--- config.mk ---
export PLATFORM = sky130hd
export DESIGN_NAME = incr_skip_or_swint_exec
export DESIGN_NICKNAME = d
export VERILOG_FILES = /design/src/core/exec_pkg.sv /design/src/core/incr_skip_or_swint_exec.sv
export SDC_FILE = /design/constraint.sdc
export NUM_CORES = 1
export LEC_CHECK = 0
export BUFFER_PORTS_ARGS = -buffer_cell sky130_fd_sc_hd__buf_2
export CAP_MARGIN = 10
export CORE_ASPECT_RATIO = 1.75
export CORE_MARGIN = 5
export CORE_UTILIZATION = 46
export CTS_CLUSTER_DIAMETER = 200
export DETAILED_ROUTE_END_ITERATION = 16
export PLACE_DENSITY = 0.79
export RECOVER_POWER = 100
export SETUP_SLACK_MARGIN = 0.2
export SYNTH_ARGS = -nofsm -noshare
export SYNTH_HDL_FRONTEND = slang
export SYNTH_SLANG_ARGS = --single-unit
--- constraint.sdc ---
create_clock -name clk -period 2 [get_ports clk]
set_input_delay 0.3 -clock clk [delete_from_list [all_inputs] [get_ports clk]]
set_output_delay 0.3 -clock clk [all_outputs]
set_load 0.03 [all_outputs]
--- src/core/exec_pkg.sv ---
// Constants and carriers for the five-instruction execution unit.
// Assumes a fetch stage that hands over decoded operands with a valid strobe.
package exec_pkg;
   localparam int DATA_W = 8;
   localparam int ADDR_W = 6;
   localparam int PTR_W = 10;
   localparam logic [PTR_W-1:0] SWINT_VECTOR = 10'h002;
   localparam logic [2:0] PORT_SEL_A = 3'h5;
   localparam logic [2:0] PORT_SEL_B = 3'h6;
   localparam logic [DATA_W-1:0] WORK_RESET = 8'h00;
   localparam logic [PTR_W-1:0] PTR_RESET = 10'h000;

   typedef enum logic [2:0] {
      OP_NONE = 3'b000,
      OP_INC_SKIP = 3'b001,
      OP_SWINT = 3'b010,
      OP_OR_FILE = 3'b011,
      OP_OR_LIT = 3'b100,
      OP_PORT_LOAD = 3'b101
   } op_e;

   typedef enum logic [1:0] {
      ST_RUN = 2'b00,
      ST_SECOND = 2'b01
   } state_e;

   // Decoded instruction from the fetch stage
   typedef struct packed {
      op_e op;
      logic [ADDR_W-1:0] addr;
      logic to_file;
      logic [DATA_W-1:0] literal;
   } instr_s;
endpackage

--- src/core/incr_skip_or_swint_exec.sv ---
// Execution unit for increment-skip, software interrupt, OR forms, port load.
// Assumes a one-per-cycle decoded instruction stream, file register read data
// combinationally valid for instr.addr, and a stack that accepts one push per pulse.
`timescale 1ns/1ps
module incr_skip_or_swint_exec
   import exec_pkg::*;
(
   input wire logic clk,
   input wire logic reset,
   input wire logic instr_valid,
   input wire instr_s instr,
   input wire logic [DATA_W-1:0] file_rdata,
   input wire logic [PTR_W-1:0] instr_pointer,
   output logic [DATA_W-1:0] work_register,
   output logic zero_flag,
   output logic file_we,
   output logic [ADDR_W-1:0] file_waddr,
   output logic [DATA_W-1:0] file_wdata,
   output logic stack_push,
   output logic [PTR_W-1:0] stack_data,
   output logic ptr_load,
   output logic [PTR_W-1:0] ptr_value,
   output logic port_we_a,
   output logic port_we_b,
   output logic [DATA_W-1:0] port_data,
   output logic busy
);
   // -----------------------------------------------------------------
   // Decode and datapath
   // -----------------------------------------------------------------
   state_e state_ff;
   logic [DATA_W-1:0] work_ff;
   logic zero_ff;
   logic file_we_ff;
   logic [ADDR_W-1:0] file_waddr_ff;
   logic [DATA_W-1:0] file_wdata_ff;
   logic push_ff;
   logic [PTR_W-1:0] stack_data_ff;
   logic ptr_load_ff;
   logic [PTR_W-1:0] ptr_value_ff;
   logic port_a_ff;
   logic port_b_ff;
   logic [DATA_W-1:0] port_data_ff;
   logic busy_ff;

   // Second cycle swallows whatever the fetch stage presents
   wire logic take = instr_valid && (state_ff == ST_RUN);
   wire logic is_inc = take && (instr.op == OP_INC_SKIP);
   wire logic is_int = take && (instr.op == OP_SWINT);
   wire logic is_orf = take && (instr.op == OP_OR_FILE);
   wire logic is_orl = take && (instr.op == OP_OR_LIT);
   wire logic is_prt = take && (instr.op == OP_PORT_LOAD);
   wire logic [DATA_W-1:0] inc_sum = file_rdata + 8'h01;
   wire logic [DATA_W-1:0] orf_res = work_ff | file_rdata;
   wire logic [DATA_W-1:0] orl_res = work_ff | instr.literal;
   wire logic [DATA_W-1:0] alu_res = is_inc ? inc_sum : orf_res;
   wire logic alu_op = is_inc || is_orf;
   wire logic skip = is_inc && (inc_sum == 8'h00);
   wire logic sel_a = is_prt && (instr.addr[2:0] == PORT_SEL_A) && (instr.addr[5:3] == 3'h0);
   wire logic sel_b = is_prt && (instr.addr[2:0] == PORT_SEL_B) && (instr.addr[5:3] == 3'h0);

   state_e nxt_state;
   logic [DATA_W-1:0] nxt_work;
   logic nxt_zero;

   // Next state and work register; only immediate OR touches the flag
   always_comb begin
      nxt_state = ST_RUN;
      nxt_work = work_ff;
      nxt_zero = zero_ff;
      case (state_ff)
         ST_RUN: begin
            if (skip || is_int) begin
               nxt_state = ST_SECOND;
            end
         end
         ST_SECOND: nxt_state = ST_RUN;
         default: nxt_state = ST_RUN;
      endcase
      if (alu_op && !instr.to_file) begin
         nxt_work = alu_res;
      end
      if (is_orl) begin
         nxt_work = orl_res;
         nxt_zero = (orl_res == 8'h00);
      end
   end

   // Registered state and outputs
   always_ff @(posedge clk) begin
      if (reset) begin
         state_ff <= ST_RUN;
         work_ff <= WORK_RESET;
         zero_ff <= 1'b0;
         file_we_ff <= 1'b0;
         file_waddr_ff <= '0;
         file_wdata_ff <= '0;
         push_ff <= 1'b0;
         stack_data_ff <= PTR_RESET;
         ptr_load_ff <= 1'b0;
         ptr_value_ff <= PTR_RESET;
         port_a_ff <= 1'b0;
         port_b_ff <= 1'b0;
         port_data_ff <= '0;
         busy_ff <= 1'b0;
      end else begin
         state_ff <= nxt_state;
         work_ff <= nxt_work;
         zero_ff <= nxt_zero;
         file_we_ff <= alu_op && instr.to_file;
         file_waddr_ff <= instr.addr;
         file_wdata_ff <= alu_res;
         push_ff <= is_int;
         stack_data_ff <= instr_pointer + 10'h001;
         ptr_load_ff <= is_int;
         ptr_value_ff <= SWINT_VECTOR;
         port_a_ff <= sel_a;
         port_b_ff <= sel_b;
         port_data_ff <= work_ff;
         // Own flop so the busy pin carries no state decode behind it
         busy_ff <= (nxt_state == ST_SECOND);
      end
   end

   assign work_register = work_ff;
   assign zero_flag = zero_ff;
   assign file_we = file_we_ff;
   assign file_waddr = file_waddr_ff;
   assign file_wdata = file_wdata_ff;
   assign stack_push = push_ff;
   assign stack_data = stack_data_ff;
   assign ptr_load = ptr_load_ff;
   assign ptr_value = ptr_value_ff;
   assign port_we_a = port_a_ff;
   assign port_we_b = port_b_ff;
   assign port_data = port_data_ff;
   assign busy = busy_ff;

   // -----------------------------------------------------------------
   // Assertions
   // -----------------------------------------------------------------
   property p_inc_file;
      @(posedge clk) disable iff (reset)
      is_inc && instr.to_file |=> file_we && file_wdata == $past(file_rdata) + 8'h01;
   endproperty
   a_inc_file: assert property (p_inc_file) else $error("increment not written back");

   property p_inc_flag;
      @(posedge clk) disable iff (reset)
      is_inc |=> $stable(zero_flag);
   endproperty
   a_inc_flag: assert property (p_inc_flag) else $error("increment changed zero flag");

   property p_inc_work;
      @(posedge clk) disable iff (reset)
      is_inc && !instr.to_file |=> work_register == $past(file_rdata) + 8'h01 && !file_we;
   endproperty
   a_inc_work: assert property (p_inc_work) else $error("increment lost");

   property p_skip;
      @(posedge clk) disable iff (reset)
      skip |=> busy ##1 !busy;
   endproperty
   a_skip: assert property (p_skip) else $error("skip not two cycles");

   property p_noskip;
      @(posedge clk) disable iff (reset)
      is_inc && !skip |=> !busy;
   endproperty
   a_noskip: assert property (p_noskip) else $error("spurious skip");

   // The slot taken while busy must leave no trace
   property p_drop;
      @(posedge clk) disable iff (reset)
      busy |=> !file_we && !stack_push && !ptr_load && !port_we_a && !port_we_b
         && !busy && $stable(work_register) && $stable(zero_flag);
   endproperty
   a_drop: assert property (p_drop) else $error("discarded slot had an effect");

   property p_swint;
      @(posedge clk) disable iff (reset)
      is_int |=> stack_push && ptr_load && ptr_value == SWINT_VECTOR
         && stack_data == $past(instr_pointer) + 10'h001 && busy && $stable(zero_flag);
   endproperty
   a_swint: assert property (p_swint) else $error("software call wrong");

   property p_orf;
      @(posedge clk) disable iff (reset)
      is_orf && !instr.to_file |=> work_register == ($past(work_register) | $past(file_rdata));
   endproperty
   a_orf: assert property (p_orf) else $error("register OR wrong");

   property p_orf_file;
      @(posedge clk) disable iff (reset)
      is_orf && instr.to_file |=> file_we && file_waddr == $past(instr.addr)
         && file_wdata == ($past(work_register) | $past(file_rdata))
         && $stable(work_register) && $stable(zero_flag);
   endproperty
   a_orf_file: assert property (p_orf_file) else $error("register OR write-back wrong");

   property p_orl;
      @(posedge clk) disable iff (reset)
      is_orl |=> work_register == ($past(work_register) | $past(instr.literal));
   endproperty
   a_orl: assert property (p_orl) else $error("immediate OR wrong");

   property p_zero;
      @(posedge clk) disable iff (reset)
      is_orl |=> zero_flag == (work_register == 8'h00);
   endproperty
   a_zero: assert property (p_zero) else $error("zero flag wrong");

   property p_port;
      @(posedge clk) disable iff (reset)
      is_prt |=> port_we_a == ($past(instr.addr) == {3'h0, PORT_SEL_A})
         && port_we_b == ($past(instr.addr) == {3'h0, PORT_SEL_B})
         && port_data == $past(work_register) && $stable(zero_flag);
   endproperty
   a_port: assert property (p_port) else $error("port load wrong");
endmodule

==> metrics <==
status=completed; antenna-violating nets left=0; Port Buf Inserts=86; setup slack at placement=between 0.2 and 0.3 ns; Ports=96; cell area after synthesis=~0.002 mm²; Max Clk Rate=around 590 MHz; worst slew pin tran=roughly 1.1 ns; P&R area growth vs syn=20.90%; CTS tree=built; # setup viols final=0; Root Buffer=clkbuf_8; nets@finish=approximately 340; WL per Instance=around 15 µm; Reg-to-Reg Start=busy; HP Class=in2reg; Reg clk slew, reported paths=about 0.08 ns; dpl hpwl=around 4.3 mm; worst hold stages=2; total core area=approximately 0.0044 mm²; reg2reg end=work_register[4]; Inserted Clock Buffers=5; CP max FO=8; Sink Count=47; 1st-iter DRT viols=47; Die Height=between 90 and 100 µm; number of synthesized flops with an enable pin=0; n_diodes=0; Yosys reg bits=47; largest net degree at the start of global routing=26; DRT Pass-1 Iters=4; Final Slew Violations=0; layout cells sized above 1=16.84%; Clock Path Buffers=2; Clock Latency Late Sink=0.29 ns; post-synthesis sequential area ratio=45.83%; GPL Wtd Cong=between 0.9 and 1; Die X-Extent=roughly 61 µm; fraction of registers with async set/reset=0%; Site Rows=32; setup_tns=0 ns; PostCTS Resize Cnt=0; Hold Startpoint=instr[9]; commonest register cell after synthesis=dfxtp_1; relative slew slack=a little over a quarter; min cycle time layout=around 1.7 ns; RSZ-0062 raised after global routing=false; hold-fix buffers at CTS=0; CP Class=reg2reg; leak pwr=~0.98 nW; Fin Clk Skew=0.006021 ns; GR Overflow Total=0; synthesized area per cell=about 9.5 µm²; R2R setup slack=0.31 ns; Crit path arrival time=1.90 ns; Worst Setup Slack, final=slightly above 0.3 ns; initial antenna violation count=0; via count=approximately 1900; peak supply drop=a little under 0.6 mV; PwrDens=855.8 mW/mm²; Tot GR Track Use=18.61%; Tcrit/Tclk final=a little over four fifths; Worst setup SP type=flip-flop; H-tree Lvls=2; library cells used by synthesis=48; first-pass GRT wire length=between 8 and 9 mm; vias per cell=roughly 5.4; Routed WL=around 5.4 mm; Max Cap Viol=0; Initial Utilization=47.05%; CP Data Required Time=about 2.2 ns; drc violations=0; total power=roughly 0.0021 W; Fin. Hold Viols=0; Post-CTS Setup Inserts=0; Synthesis Warnings=0; Hold Path End=port_we_b; die area=0.005952 mm²; vias in the first global route=approximately 1800; R2R depth=4; Cells after Synth=about 220; Critical Path End Type=flip-flop
-- stage by stage --
stage	cell area, µm²	hold slack [ns]	util (%)	cells
2_1_floorplan	2083	0.3724	-	223
3_3_place_gp	2426	0.4839	55.59	340
3_5_place_dp	2426	0.4835	55.59	340
4_1_cts	2559	0.1775	58.63	348
5_1_grt	2482	0.1783	56.88	348
6_report	2482	0.1847	56.88	348
-- cells in the final DEF (no fill, tap or decap), types with 5 or more instances in the layout --
| cell | Yosys | layout |
|---|---|---|
| conb_1 | 1 | 9 |
| nor4_1 | 8 | 8 |
| buf_2 | 1 | 37 |
| nand4_1 | 5 | 5 |
| nand3_1 | 9 | 9 |
| xor2_1 | 6 | 6 |
| a211oi_1 | 8 | 8 |
| nor2_1 | 16 | 16 |
| and3_1 | 4 | 5 |
| nor2b_1 | 15 | 15 |
| nand2_1 | 6 | 6 |
| clkbuf_1 | 3 | 52 |
| dfxtp_1 | 47 | 47 |
| clkbuf_8 | 0 | 5 |
| nor3_1 | 11 | 11 |
-- critical path, cell delays in order (launching register included) --
cell and delay [ns]:
dfxtp_1 0.37, nand4bb_1 0.20, or2_0 0.40, or4_1 0.47, a31oi_1 0.16
-- cell usage after synthesis (4+ instances only) --
library cell   n  area [µm²]
nor3b_1        4       30.03
buf_4         10       75.07
xor2_1         6       52.55
a211oi_1       8       60.06
nand3_1        9       45.04
nor2b_1       15       93.84
nor2_1        16       60.06
and3_1         4       25.02
inv_1          4       15.01
nor4_1         8       50.05
dfxtp_1       47       940.9
nor3_1        11       55.05
nand2_1        6       22.52
nand4_1        5       31.28
buf_6          5       56.30
nand2b_1       4       25.02
o21ai_0        4       20.02
xnor2_1        4       35.03
-- final cells by class --
type	instances	area (µm²)
clock buffers	6	72.57
clock inverters	2	60.06
fillers	442	1882
inverters	4	15.01
multi-input cells	150	953.4
flip-flops and latches	47	940.9
well taps	51	63.81
repair buffers	88	376.6
-- worst max-delay path by stage --
stage / start / endpoint / slack (ns)
2_1_floorplan: busy / file_wdata[3] / 0.35
3_3_place_gp: file_rdata[0] / work_register[4] / 0.31
3_5_place_dp: file_rdata[0] / work_register[4] / 0.28
4_1_cts: busy / work_register[6] / 0.35
5_1_grt: busy / file_wdata[5] / 0.15
6_report: busy / work_register[4] / 0.31
-- report_power, final --
group	internal [W]	switching, W
Sequential	0.000978	0.0000206
Combinational	0.0000987	0.000234
Clock	0.000499	0.000294
Total	0.00158	0.000548
-- metal layers --
layer  track usage (%)  share of wire [%]  vias to the layer above
met1             18.43                 35                      862
met2             33.33                 52                       85
li1                  -                  -                      923
met4             10.85                4.1                        0
met5                 0                  0                        -
met3             4.233                8.0                       16
-- cells by family after synthesis --
family | after synthesis | synth area share, %
simple gates | 93 | 26.27
xor+xnor | 10 | 4.265
mux | 1 | 0.4875
flops | 47 | 45.83
buf+inv | 26 | 8.835
compound gates | 35 | 12.92
fa+ha+maj | 2 | 1.219
other cells | 1 | 0.1826
-- sequential cells by signal, summed over array words and instances (netlist names) --
register and count:
work_register 8, ptr_value 1, file_waddr 6, zero_flag 1
port_data 8, port_we_a 1, file_we 1, busy 1
stack_data 10, file_wdata 8, ptr_load 1, port_we_b 1
Note: power is estimated with default switching activity, not from simulation.
